===== config.mk =====
export PLATFORM = sky130hd
export DESIGN_NAME = ech_host_port
export DESIGN_NICKNAME = d
export VERILOG_FILES = /design/src/rtl/ech_sync2.v /design/src/rtl/ech_irq_fifo.v /design/src/rtl/ech_host_port.v
export VERILOG_INCLUDE_DIRS = /design/src /design/src/rtl
export SDC_FILE = /design/constraint.sdc
export NUM_CORES = 1
export LEC_CHECK = 0
export BUFFER_PORTS_ARGS = -buffer_cell sky130_fd_sc_hd__buf_2
export CORE_MARGIN = 3
export CORE_UTILIZATION = 40
export CTS_CLUSTER_DIAMETER = 200
export DETAILED_ROUTE_END_ITERATION = 8
export GPL_ROUTABILITY_DRIVEN = 0
export MAX_ROUTING_LAYER = met4
export PLACE_DENSITY = 0.64
export REMOVE_ABC_BUFFERS = 1
export SLEW_MARGIN = 15
export SYNTH_ARGS = -nofsm -noshare
export SYNTH_HDL_FRONTEND = slang
export SYNTH_HIERARCHICAL = 1
export SYNTH_SLANG_ARGS = --single-unit

===== constraint.sdc =====
create_clock -name clk_sys_i -period 11.8 [get_ports clk_sys_i]
set_input_delay 1.77 -clock clk_sys_i [delete_from_list [all_inputs] [get_ports clk_sys_i]]
set_output_delay 1.77 -clock clk_sys_i [all_outputs]
set_load 0.005 [all_outputs]

===== src/rtl/ech_consts.vh =====
// Constants shared by the echo canceller host port and its helpers.
// Assumes inclusion by bare name from files in the same rtl folder.
`ifndef ECH_CONSTS_VH
`define ECH_CONSTS_VH

// ------------------------------------------------------------------
// Host bus shape
// ------------------------------------------------------------------
`define ECH_ADDR_W 11
`define ECH_DATA_W 8
`define ECH_PIN_W 23
`define ECH_PIN_RST 23'h700000

// ------------------------------------------------------------------
// Locally held registers
// ------------------------------------------------------------------
`define ECH_ADDR_MAIN_CTRL 11'h000
`define ECH_ADDR_IRQ_FIFO 11'h001
`define ECH_ADDR_IRQ_STAT 11'h002
`define ECH_MAIN_CTRL_RST 8'h00
`define ECH_CTRL_ODE_BIT 6
`define ECH_FIFO_VALID_BIT 7
`define ECH_STAT_OVF_BIT 7

// ------------------------------------------------------------------
// Interrupt FIFO and start-up
// ------------------------------------------------------------------
`define ECH_CHAN_W 5
`define ECH_FIFO_DEPTH 32
`define ECH_FIFO_PTR_W 5
`define ECH_FIFO_CNT_W 6
`define ECH_INIT_CYCLES 5'd16
`define ECH_INIT_CNT_W 5

`endif


===== src/rtl/ech_sync2.v =====
// Two-stage synchroniser, one flip-flop pair per bit.
// Assumes inputs come from pins outside the clk_sys_i domain.
`timescale 1ns/1ps

module ech_sync2 #(
  parameter WIDTH = 1,
  parameter [WIDTH-1:0] RST_VAL = {WIDTH{1'b0}}
) (
  input wire clk_sys_i,          // System clock
  input wire rst_i,              // Async reset, active high
  input wire [WIDTH-1:0] async_i, // Raw pin levels
  output wire [WIDTH-1:0] sync_o  // Synchronised levels
);

  genvar gi;
  generate
    for (gi = 0; gi < WIDTH; gi = gi + 1) begin : g_bit
      reg meta_reg;
      reg sync_reg;
      // First stage feeds only the second stage
      always @(posedge clk_sys_i or posedge rst_i) begin
        if (rst_i) begin
          meta_reg <= RST_VAL[gi];
          sync_reg <= RST_VAL[gi];
        end else begin
          meta_reg <= async_i[gi];
          sync_reg <= meta_reg;
        end
      end
      assign sync_o[gi] = sync_reg;
    end
  endgenerate

endmodule


===== src/rtl/ech_irq_fifo.v =====
// Interrupt FIFO holding channel numbers of pending channel interrupts.
// Assumes push and pop come from logic on clk_sys_i.
`timescale 1ns/1ps
`include "ech_consts.vh"

module ech_irq_fifo (
  input wire clk_sys_i,                        // System clock
  input wire rst_i,                            // Async reset, active high
  input wire push_i,                           // Store one channel number
  input wire [`ECH_CHAN_W-1:0] push_data_i,    // Channel number to store
  input wire pop_i,                            // Drop the oldest entry
  output wire [`ECH_CHAN_W-1:0] pop_data_o,    // Oldest entry
  output wire empty_o,                         // No entry pending
  output wire full_o,                          // No room left
  output wire [`ECH_FIFO_CNT_W-1:0] count_o    // Entries pending
);

  reg [`ECH_FIFO_PTR_W-1:0] wr_ptr_reg;
  reg [`ECH_FIFO_PTR_W-1:0] rd_ptr_reg;
  reg [`ECH_FIFO_CNT_W-1:0] count_reg;
  reg [`ECH_CHAN_W-1:0] mem_reg [0:`ECH_FIFO_DEPTH-1];
  wire do_pop;
  wire do_push;

  assign empty_o = (count_reg == {`ECH_FIFO_CNT_W{1'b0}});
  assign full_o = (count_reg == `ECH_FIFO_DEPTH);
  assign count_o = count_reg;
  assign pop_data_o = mem_reg[rd_ptr_reg];
  assign do_pop = pop_i && !empty_o;
  // A push into a full FIFO is lost; the caller flags the overflow
  assign do_push = push_i && !full_o;

  genvar gi;
  generate
    for (gi = 0; gi < `ECH_FIFO_DEPTH; gi = gi + 1) begin : g_entry
      always @(posedge clk_sys_i or posedge rst_i) begin
        if (rst_i) begin
          mem_reg[gi] <= {`ECH_CHAN_W{1'b0}};
        end else if (do_push && (wr_ptr_reg == gi)) begin
          mem_reg[gi] <= push_data_i;
        end
      end
    end
  endgenerate

  always @(posedge clk_sys_i or posedge rst_i) begin
    if (rst_i) begin
      wr_ptr_reg <= {`ECH_FIFO_PTR_W{1'b0}};
      rd_ptr_reg <= {`ECH_FIFO_PTR_W{1'b0}};
      count_reg <= {`ECH_FIFO_CNT_W{1'b0}};
    end else begin
      if (do_push) begin
        wr_ptr_reg <= wr_ptr_reg + 1'b1;
      end
      if (do_pop) begin
        rd_ptr_reg <= rd_ptr_reg + 1'b1;
      end
      if (do_push && !do_pop) begin
        count_reg <= count_reg + 1'b1;
      end else if (do_pop && !do_push) begin
        count_reg <= count_reg - 1'b1;
      end
    end
  end

endmodule


===== src/rtl/ech_host_port.v =====
// Non-multiplexed 8-bit host port of the multi-channel echo canceller.
// Assumes open-drain pins are resolved outside, with pull-ups, and that
// the canceller core answers reads in the cycle its read strobe is high.
//
// Operation
// - The interrupt request output is pulled low whenever any channel raises an interrupt.
// - The interrupt request returns high only after every pending FIFO entry has been read.
// - An access happens only while both data strobe and chip select are low.
// - Chip select low activates the port, and strobes are ignored while it is high.
// - The read/write line sets the data bus direction, the device drives only on reads.
// - Data moves one byte per access on the shared 8-bit bidirectional bus.
// - Transfer acknowledge is pulled low to signal that the transfer has completed.
// - All eleven address lines are decoded to select a register.
// - PCM output drivers are enabled only when the drive-enable pin and control bit 6 are high.
// - If either the drive-enable pin or the control bit is low, both PCM outputs float.
// - After reset release the port initialises and reloads the main control register with its default.
`timescale 1ns/1ps
`include "ech_consts.vh"

module ech_host_port (
  input wire clk_sys_i,                              // 20 MHz system clock
  input wire rst_i,                                  // Async reset, active high
  input wire cs_n_i,                                 // Chip select pin, active low
  input wire data_strobe_n_i,                        // Data strobe pin, active low
  input wire rd_wr_n_i,                              // High read, low write
  input wire [`ECH_ADDR_W-1:0] host_addr_bus_i,      // Register address pins
  input wire [`ECH_DATA_W-1:0] host_data_bus_i,      // Data pins, input side
  output wire [`ECH_DATA_W-1:0] host_data_bus_o,     // Data pins, output side
  output wire host_data_bus_oe_o,                    // Data pins driven
  output wire transfer_ack_n_o,                      // Acknowledge level
  output wire transfer_ack_n_oe_o,                   // Acknowledge pulled low
  output wire irq_n_o,                               // Interrupt level
  output wire irq_n_oe_o,                            // Interrupt pulled low
  input wire output_drive_enable_i,                  // PCM drive enable pin
  output wire pcm_drive_en_o,                        // Enable of both PCM outputs
  input wire chan_irq_i,                             // Channel interrupt pulse
  input wire [`ECH_CHAN_W-1:0] chan_irq_id_i,        // Channel raising it
  output wire core_wr_o,                             // Core write strobe
  output wire core_rd_o,                             // Core read strobe
  output wire [`ECH_ADDR_W-1:0] core_addr_o,         // Core register address
  output wire [`ECH_DATA_W-1:0] core_wdata_o,        // Core write data
  input wire [`ECH_DATA_W-1:0] core_rdata_i,         // Core read data
  output wire [`ECH_DATA_W-1:0] main_ctrl_o,         // Main control register
  output wire init_done_o                            // Start-up finished
);

  // ------------------------------------------------------------------
  // States of the access sequencer
  // ------------------------------------------------------------------
  localparam [2:0] ST_INIT = 3'h0;
  localparam [2:0] ST_IDLE = 3'h1;
  localparam [2:0] ST_REQ = 3'h2;
  localparam [2:0] ST_DATA = 3'h3;
  localparam [2:0] ST_ACK = 3'h4;

  // ------------------------------------------------------------------
  // Pin synchronisers
  // ------------------------------------------------------------------
  wire [`ECH_PIN_W-1:0] pins_raw;
  wire [`ECH_PIN_W-1:0] pins_sync;
  wire ode_s;
  wire cs_n_s;
  wire ds_n_s;
  wire rd_s;
  wire [`ECH_ADDR_W-1:0] addr_s;
  wire [`ECH_DATA_W-1:0] data_s;
  wire sel_s;

  assign pins_raw = {output_drive_enable_i, cs_n_i, data_strobe_n_i, rd_wr_n_i,
                     host_addr_bus_i, host_data_bus_i};

  // Strobes idle high so reset never looks like an access
  ech_sync2 #(
    .WIDTH(`ECH_PIN_W),
    .RST_VAL(`ECH_PIN_RST)
  ) u_pin_sync (
    .clk_sys_i(clk_sys_i),
    .rst_i(rst_i),
    .async_i(pins_raw),
    .sync_o(pins_sync)
  );

  assign ode_s = pins_sync[22];
  assign cs_n_s = pins_sync[21];
  assign ds_n_s = pins_sync[20];
  assign rd_s = pins_sync[19];
  assign addr_s = pins_sync[18:8];
  assign data_s = pins_sync[7:0];
  assign sel_s = !cs_n_s && !ds_n_s;

  // ------------------------------------------------------------------
  // Registers
  // ------------------------------------------------------------------
  reg [2:0] state_reg;
  reg [`ECH_INIT_CNT_W-1:0] init_cnt_reg;
  reg init_done_reg;
  reg [`ECH_ADDR_W-1:0] addr_reg;
  reg [`ECH_DATA_W-1:0] wdata_reg;
  reg rd_reg;
  reg [`ECH_DATA_W-1:0] ctrl_reg;
  reg ovf_reg;
  reg [`ECH_DATA_W-1:0] dout_reg;
  reg dout_oe_reg;
  reg ack_oe_reg;
  reg irq_oe_reg;
  reg pcm_en_reg;
  reg core_wr_reg;
  reg core_rd_reg;

  // ------------------------------------------------------------------
  // Interrupt FIFO
  // ------------------------------------------------------------------
  wire [`ECH_CHAN_W-1:0] fifo_head;
  wire fifo_empty;
  wire fifo_full;
  wire [`ECH_FIFO_CNT_W-1:0] fifo_count;
  wire fifo_pop;
  wire hit_ctrl;
  wire hit_fifo;
  wire hit_stat;
  wire hit_local;
  wire stat_read;

  // Full eleven-bit compare, no aliasing of the local registers
  assign hit_ctrl = (addr_reg == `ECH_ADDR_MAIN_CTRL);
  assign hit_fifo = (addr_reg == `ECH_ADDR_IRQ_FIFO);
  assign hit_stat = (addr_reg == `ECH_ADDR_IRQ_STAT);
  assign hit_local = hit_ctrl || hit_fifo || hit_stat;
  // One entry leaves per read access, taken as the byte is latched
  assign fifo_pop = (state_reg == ST_DATA) && rd_reg && hit_fifo;
  assign stat_read = (state_reg == ST_DATA) && rd_reg && hit_stat;

  ech_irq_fifo u_irq_fifo (
    .clk_sys_i(clk_sys_i),
    .rst_i(rst_i),
    .push_i(chan_irq_i),
    .push_data_i(chan_irq_id_i),
    .pop_i(fifo_pop),
    .pop_data_o(fifo_head),
    .empty_o(fifo_empty),
    .full_o(fifo_full),
    .count_o(fifo_count)
  );

  // ------------------------------------------------------------------
  // Read words of the local registers
  // ------------------------------------------------------------------
  reg [`ECH_DATA_W-1:0] fifo_word;
  reg [`ECH_DATA_W-1:0] stat_word;

  always @* begin
    fifo_word = {`ECH_DATA_W{1'b0}};
    fifo_word[`ECH_CHAN_W-1:0] = fifo_head;
    // Valid flag tells software when the FIFO has run dry
    fifo_word[`ECH_FIFO_VALID_BIT] = !fifo_empty;
    stat_word = {`ECH_DATA_W{1'b0}};
    stat_word[`ECH_FIFO_CNT_W-1:0] = fifo_count;
    stat_word[`ECH_STAT_OVF_BIT] = ovf_reg;
  end

  // ------------------------------------------------------------------
  // Read data selection
  // ------------------------------------------------------------------
  reg [`ECH_DATA_W-1:0] rdata_next;

  always @* begin
    rdata_next = core_rdata_i;
    if (hit_ctrl) begin
      rdata_next = ctrl_reg;
    end else if (hit_fifo) begin
      rdata_next = fifo_word;
    end else if (hit_stat) begin
      rdata_next = stat_word;
    end
  end

  // ------------------------------------------------------------------
  // Start-up and access sequencer
  // ------------------------------------------------------------------
  always @(posedge clk_sys_i or posedge rst_i) begin
    if (rst_i) begin
      state_reg <= ST_INIT;
      init_cnt_reg <= {`ECH_INIT_CNT_W{1'b0}};
      init_done_reg <= 1'b0;
      addr_reg <= {`ECH_ADDR_W{1'b0}};
      wdata_reg <= {`ECH_DATA_W{1'b0}};
      rd_reg <= 1'b0;
      ctrl_reg <= `ECH_MAIN_CTRL_RST;
      dout_reg <= {`ECH_DATA_W{1'b0}};
      dout_oe_reg <= 1'b0;
      ack_oe_reg <= 1'b0;
      core_wr_reg <= 1'b0;
      core_rd_reg <= 1'b0;
    end else begin
      core_wr_reg <= 1'b0;
      core_rd_reg <= 1'b0;
      case (state_reg)
        ST_INIT: begin
          // The main control default reloads here as well, and no access is taken meanwhile
          ctrl_reg <= `ECH_MAIN_CTRL_RST;
          init_cnt_reg <= init_cnt_reg + 1'b1;
          if (init_cnt_reg == `ECH_INIT_CYCLES - 1'b1) begin
            init_done_reg <= 1'b1;
            state_reg <= ST_IDLE;
          end
        end
        ST_IDLE: begin
          // Strobes with chip select high never leave this state
          if (sel_s) begin
            addr_reg <= addr_s;
            wdata_reg <= data_s;
            rd_reg <= rd_s;
            state_reg <= ST_REQ;
          end
        end
        ST_REQ: begin
          if (!rd_reg && hit_ctrl) begin
            ctrl_reg <= wdata_reg;
          end
          // Writes to the FIFO and status addresses have no effect
          if (!hit_local) begin
            core_wr_reg <= !rd_reg;
            core_rd_reg <= rd_reg;
          end
          state_reg <= ST_DATA;
        end
        ST_DATA: begin
          // Byte and acknowledge leave together, so ack never beats the data
          if (rd_reg) begin
            dout_reg <= rdata_next;
            dout_oe_reg <= 1'b1;
          end
          ack_oe_reg <= 1'b1;
          state_reg <= ST_ACK;
        end
        ST_ACK: begin
          // Held until the host lets go of the strobe or the select
          if (!sel_s) begin
            ack_oe_reg <= 1'b0;
            dout_oe_reg <= 1'b0;
            state_reg <= ST_IDLE;
          end
        end
        default: begin
          state_reg <= ST_IDLE;
        end
      endcase
    end
  end

  // ------------------------------------------------------------------
  // Overflow flag, set wins over the clear by a status read
  // ------------------------------------------------------------------
  always @(posedge clk_sys_i or posedge rst_i) begin
    if (rst_i) begin
      ovf_reg <= 1'b0;
    end else if (chan_irq_i && fifo_full) begin
      // Push is lost even when a pop frees a slot in the same cycle
      ovf_reg <= 1'b1;
    end else if (stat_read) begin
      ovf_reg <= 1'b0;
    end
  end

  // ------------------------------------------------------------------
  // Interrupt request output
  // ------------------------------------------------------------------
  always @(posedge clk_sys_i or posedge rst_i) begin
    if (rst_i) begin
      irq_oe_reg <= 1'b0;
    end else begin
      // Low while any entry waits, released once the FIFO is drained
      irq_oe_reg <= !fifo_empty;
    end
  end

  // ------------------------------------------------------------------
  // PCM output drive enable
  // ------------------------------------------------------------------
  always @(posedge clk_sys_i or posedge rst_i) begin
    if (rst_i) begin
      pcm_en_reg <= 1'b0;
    end else begin
      // Pin and control bit both high or the PCM outputs float
      pcm_en_reg <= ode_s && ctrl_reg[`ECH_CTRL_ODE_BIT];
    end
  end

  assign host_data_bus_o = dout_reg;
  assign host_data_bus_oe_o = dout_oe_reg;
  assign transfer_ack_n_o = 1'b0;
  assign transfer_ack_n_oe_o = ack_oe_reg;
  assign irq_n_o = 1'b0;
  assign irq_n_oe_o = irq_oe_reg;
  assign pcm_drive_en_o = pcm_en_reg;
  assign core_wr_o = core_wr_reg;
  assign core_rd_o = core_rd_reg;
  assign core_addr_o = addr_reg;
  assign core_wdata_o = wdata_reg;
  assign main_ctrl_o = ctrl_reg;
  assign init_done_o = init_done_reg;

endmodule


==> impl_metrics.json, run 1 <==
{
  "worst-path-buf-inv": 2,
  "core_region_area_um2": 29720,
  "vias": 6971,
  "synth_xor_area_frac": 0.01085,
  "worst_path_max_delay_cell": "nor4_4",
  "drive_gt1_frac": 0.4168,
  "yosysUniqueCellTypes": 59,
  "yosys-top-cells-count": "dfrtp_1 (268), mux2_2 (183), nand2_1 (43), mux2i_1 (33), mux4_2 (32)",
  "num_io_pins": 83,
  "antenna_found_initial": 0,
  "synth_fa_ha_area_frac": 0.01611,
  "crit_family": "simple AND/OR/NAND/NOR gates",
  "yosys.area_share.simple": 0.06187,
  "yosysMostFrequentCell": "dfrtp_1",
  "synth-compound-area-share": 0.05041,
  "portBuffers": 80,
  "p_int_mw": 2.268,
  "clockPowerShare": 0.288,
  "drt-wirelength-per-cell_um": 19.97,
  "critPathKind": "reg2reg",
  "drtAntennaViolNets": 0,
  "fin_nets": 949,
  "power_leakage_nw": 6.011,
  "grt_max_degree": 99,
  "cp_cell_sequence": "nand4b_1 -> nor4_4 -> and3b_1 -> o31a_2 -> inv_1 -> ha_1 -> inv_1 -> ha_1 -> a211oi_1 -> nor3_1 -> or3b_2 -> xnor2_1",
  "placed_area_um2": 12650,
  "endpoint_kind": "register",
  "post_cts_resized": 0,
  "holdWs_ns": 0.3464,
  "final_hold_viol_count": 0,
  "clockRootBuffer": "clkbuf_16",
  "synth_area_per_cell_um2": 14.27,
  "clock_sinks": 274,
  "post_cts_buffers": 0,
  "seq_area_um2": 6865,
  "htree_levels": 1,
  "grt.total_usage": 0.1655,
  "critPathMaxStageDelay_ns": 0.65,
  "first_iter_violations": 399,
  "finalCriticalPeriod_ns": 4.054,
  "area_growth_pct": 12.73,
  "skew_ns": 0.01291,
  "status": "complete, no violations",
  "syn_inst": 849,
  "rows": 63,
  "synth_edf_count": 0,
  "cp-start-kind": "register",
  "firstDrtPassIters": 5,
  "initial_core_util": 0.4076,
  "cts_tree": "built",
  "p_seq_frac": 0.455,
  "finalCritPeriodShare": 0.3436,
  "drc": 0,
  "fillers": 2620,
  "setup_violations": 0,
  "ctsHoldBuffers": 0,
  "fmax_mhz": 246.7,
  "cap_violations": 0,
  "grt_pass1_wl_um": 42320,
  "synth_top_family_by_area": "multiplexers",
  "cts_buffers": 30,
  "hold_class": "reg2reg",
  "dp_hpwl_um": 17350,
  "multi_input_comb_area_um2": 4806,
  "synth_area_leader_cell": "dfrtp_1",
  "synth_seq_cells": 274,
  "die_x_um": 180.0,
  "design_area_um2": 13650,
  "slew-limit-headroom": 0.2847,
  "synth.area.mux_share": 0.2569,
  "worstMarginPinSlew_ns": 1.073,
  "die_h_um": 180.0,
  "yosys_warnings": 6,
  "ys_top_cells_by_area": "dfrtp_1 (55%), mux2_2 (17%), mux4_2 (5.9%)",
  "worstPathArrival_ns": 4.46,
  "rsz0062_at_grt": "false",
  "p_switching_mw": 0.9709,
  "swShare": 0.2997,
  "diodes": 0,
  "async_reset_ff_frac": 1.000,
  "synth_top_area_share": 0.5537,
  "largest_reg_flops": 160,
  "ys.flop_type": "dfrtp_1",
  "worstPathRequired_ns": 12.21,
  "cts.path.max_buffers": 3,
  "p_comb_frac": 0.257,
  "clk_pin_slew_ns": 0.06,
  "drt-total-wl_um": 26140,
  "slew_violations": 0,
  "power_density_nw_per_um2": 237.2,
  "via_per_inst": 5.325,
  "synth_area_um2": 12110,
  "clock_latency_ns": 0.55,
  "grt_overflow_total": 0,
  "finalSetupTns_ns": 0,
  "grt_pass1_vias": 7282,
  "vdd_drop_max_v": 0.0001101,
  "ys_seq_area_frac": 0.5667,
  "critPathMaxFanout": 13,
  "die_area_um2": 32410
}
## worst paths after layout
kind                                                        start                                endpoint  slack (ns)  depth (start not counted)
hold / removal             u_pin_sync/g_bit[0].meta_reg$_DFF_PP0_  u_pin_sync/g_bit[0].sync_reg$_DFF_PP0_        0.35                          0
setup / recovery                         state_reg[2]$_DFFE_PP0P_       u_irq_fifo/count_o[5]$_DFFE_PP0P_        7.75                         12
max in group asynchronous                                   rst_i      u_irq_fifo/mem_reg[45]$_DFFE_PP0P_        8.82                          3
min in group asynchronous                                   rst_i     u_irq_fifo/mem_reg[151]$_DFFE_PP0P_        1.43                          2
setup reg to reg                         state_reg[2]$_DFFE_PP0P_       u_irq_fifo/count_o[5]$_DFFE_PP0P_        7.75                         12
hold reg to reg            u_pin_sync/g_bit[0].meta_reg$_DFF_PP0_  u_pin_sync/g_bit[0].sync_reg$_DFF_PP0_        0.35                          0
## through the flow
step                      instances  total power, mW  setup slack, ns    util
after floorplan                 779            2.047            5.256       -
after CTS                      1309            3.274            7.749  0.4595
after detailed placement       1253            2.327            7.627  0.4258
after global routing           1309            3.435            7.424  0.4595
final                          1309            3.239            7.746  0.4595
after global placement         1253            2.293            7.704  0.4258
## power by group through the flow
stage | sequential, mW | combinational (mW) | clock [mW]
global route | 1.52 | 0.913 | 1.00
CTS | 1.47 | 0.839 | 0.960
detailed placement | 1.49 | 0.840 | 0
global placement | 1.48 | 0.815 | 0
floorplan | 1.43 | 0.617 | 0
finish | 1.47 | 0.833 | 0.932
## metal layers
layer	global-route usage	up-vias	part of all wire
li1	-	3163	-
met1	0.2290	3666	0.45
met2	0.2622	113	0.49
met3	0.02846	29	0.046
met4	0.03162	0	0.013
met5	-	-	0
## placed cells by master, fill, tap and decap left out, drive strengths merged, types with 3 or more instances in the layout
cell type / n
a211oi: 10
a21o: 3
a21oi: 12
a221o: 7
a22o: 5
a22oi: 5
and2: 6
buf: 84
bufinv: 3
clkbuf: 41
clkinv: 11
dfrtp: 268
dfstp: 6
ha: 14
inv: 16
mux2: 183
mux2i: 33
mux4: 32
nand2: 45
nand3: 10
nand3b: 3
nand4: 8
nor2: 30
nor2b: 6
nor3: 6
nor4: 3
o21ai: 15
o221ai: 5
o22ai: 5
o311ai: 3
o31a: 3
or4: 4
xnor2: 12
xor2: 3
## cells by family after synthesis
group / count (synthesis)
mux: 248
simple gates: 133
other cells: 1
xor+xnor: 15
flops: 274
fa+ha+maj: 15
buf+inv: 87
compound gates: 76
## cell type report
cell class / count / share of cell area
Sequential cell: 274 / 0.5028
Inverter: 16 / 0.004765
Clock inverter: 15 / 0.01228
Tap cell: 390 / 0.03574
Timing Repair Buffer: 84 / 0.03152
Multi-Input combinational cell: 489 / 0.3520
Clock buffer: 41 / 0.06094
Note: power is estimated with default switching activity, not from simulation.
==> run 2: changes to the inputs <==
==> constraint.sdc (replaced) <==
create_clock -name clk_sys_i -period 4.2 [get_ports clk_sys_i]
set_input_delay 0.63 -clock clk_sys_i [delete_from_list [all_inputs] [get_ports clk_sys_i]]
set_output_delay 0.63 -clock clk_sys_i [all_outputs]
set_load 0.005 [all_outputs]
==> impl_metrics.json, run 2 (synthesis results as in run 1) <==
{
  "skew_ns": 0.01748,
  "portBuffers": 80,
  "post_cts_resized": 0,
  "final_common_cell": "dfrtp_1",
  "fin_nets": 955,
  "dp_hpwl_um": 17840,
  "endpoint_kind": "register",
  "ctsHoldBuffers": 0,
  "largest_reg_flops": 160,
  "critPathKind": "reg2reg",
  "die_x_um": 180.0,
  "critPathMaxFanout": 8,
  "die_area_um2": 32410,
  "grt_pass1_vias": 7485,
  "cts_tree": "built",
  "post_cts_buffers": 0,
  "firstDrtPassIters": 4,
  "power_density_nw_per_um2": 669.7,
  "rsz0062_at_grt": "false",
  "grt_max_degree": 83,
  "core_region_area_um2": 29720,
  "cap_violations": 0,
  "drt-total-wl_um": 26290,
  "fillers": 2591,
  "cts_buffers": 30,
  "fmax_mhz": 279.4,
  "die_h_um": 180.0,
  "drt-wirelength-per-cell_um": 19.98,
  "mostFrequentLayoutCells": "dfrtp_1 (267), mux2_2 (183), buf_2 (80)",
  "final_hold_viol_count": 0,
  "stdcell_count": 1316,
  "power_leakage_nw": 6.074,
  "worstPathArrival_ns": 4.00,
  "setup_violations": 0,
  "slew-limit-headroom": 0.3824,
  "area_growth_pct": 13.84,
  "vdd_drop_max_v": 0.0003483,
  "worst_path_max_delay_cell": "or4_1",
  "clock_latency_ns": 0.55,
  "slew_violations": 0,
  "clk_pin_slew_ns": 0.06,
  "hold_class": "in2reg",
  "rows": 63,
  "vias": 6980,
  "num_io_pins": 83,
  "cp-start-kind": "register",
  "antenna_found_initial": 0,
  "clockRootBuffer": "clkbuf_16",
  "htree_levels": 1,
  "drive_gt1_frac": 0.4270,
  "via_per_inst": 5.304,
  "worstMarginPinSlew_ns": 0.9250,
  "dp_cells": 1259,
  "status": "complete, no violations",
  "drtAntennaViolNets": 0,
  "worstPathRequired_ns": 4.62,
  "finalSetupTns_ns": 0,
  "fin_util": 0.4640,
  "cp_cell_sequence": "or4_1 -> o31a_2 -> inv_1 -> ha_1 -> inv_1 -> ha_1 -> a211oi_1 -> nor3_1 -> or3b_2 -> xnor2_1",
  "first_iter_violations": 326,
  "clock_sinks": 274,
  "grt.total_usage": 0.1680,
  "critPathMaxStageDelay_ns": 0.79,
  "finalCritPeriodShare": 0.8522,
  "grt_pass1_wl_um": 43080,
  "finalCriticalPeriod_ns": 3.579,
  "cts.path.max_buffers": 3,
  "grt_overflow_total": 0,
  "power_mw": 9.235,
  "drc": 0,
  "initial_core_util": 0.4076
}
[run 2: critical path: cells and delay by family, from the launching register on]
kind / cells / cell delay, ns
buffers and inverters: 2 / 0.24
xor gates and xnor gates: 1 / 0.13
and+or+nand+nor: 3 / 1.34
AOI/OAI and AO/OA: 2 / 0.74
adders and majority gates: 2 / 0.56
DFF: 1 / 0.44
[run 2: worst paths after layout]
kind / slack [ns] / startpoint / endpoint / cells past startpoint
max in group asynchronous: 3.04 / rst_i / u_irq_fifo/mem_reg[35]$_DFFE_PP0P_ / 3
setup / recovery: 0.62 / u_irq_fifo/count_o[1]$_DFFE_PP0P_ / u_irq_fifo/count_o[5]$_DFFE_PP0P_ / 10
hold reg to reg: 0.35 / u_pin_sync/g_bit[14].meta_reg$_DFF_PP0_ / u_pin_sync/g_bit[14].sync_reg$_DFF_PP0_ / 0
hold / removal: 0.17 / output_drive_enable_i / u_pin_sync/g_bit[22].meta_reg$_DFF_PP1_ / 1
setup reg to reg: 0.62 / u_irq_fifo/count_o[1]$_DFFE_PP0P_ / u_irq_fifo/count_o[5]$_DFFE_PP0P_ / 10
min in group asynchronous: 0.24 / rst_i / u_irq_fifo/mem_reg[123]$_DFFE_PP0P_ / 2
[run 2: per-layer routing]
metal  vias up  part of all wire  GRT usage
met5         -                 0          -
met4         0             0.025    0.04391
met3        52             0.033    0.02039
met2       116              0.48     0.2640
met1      3653              0.47     0.2349
li1       3159                 -          -
[run 2: final cells by class]
cell class / count / area [µm²] / share of cell area
Clock buffer: 38 / 850.8 / 0.06170
Tap cell: 390 / 488.0 / 0.03539
Antenna cell: 1 / 2.502 / 0.0001815
Multi-Input combinational cell: 489 / 4806 / 0.3485
Clock inverter: 18 / 211.5 / 0.01533
Timing Repair Buffer: 90 / 500.5 / 0.03629
Sequential cell: 274 / 6865 / 0.4979
Inverter: 16 / 65.06 / 0.004718
[run 2: stage by stage]
stage	instance area [µm²]	worst slack (ns)	hold WS [ns]
final	13790	0.6206	0.1723
after global routing	13790	0.3935	0.1402
after CTS	13790	0.6326	0.1411
after detailed placement	12720	0.6488	0.3347
after global placement	12720	0.6955	0.3328
after floorplan	11730	-1.204	0.3312
[run 2: report_power, final]
group	total [mW]	switching, mW	internal [mW]
Sequential	4.14	0.622	3.52
Clock	2.75	1.07	1.68
Combinational	2.35	1.06	1.29
Total	9.24	2.75	6.48
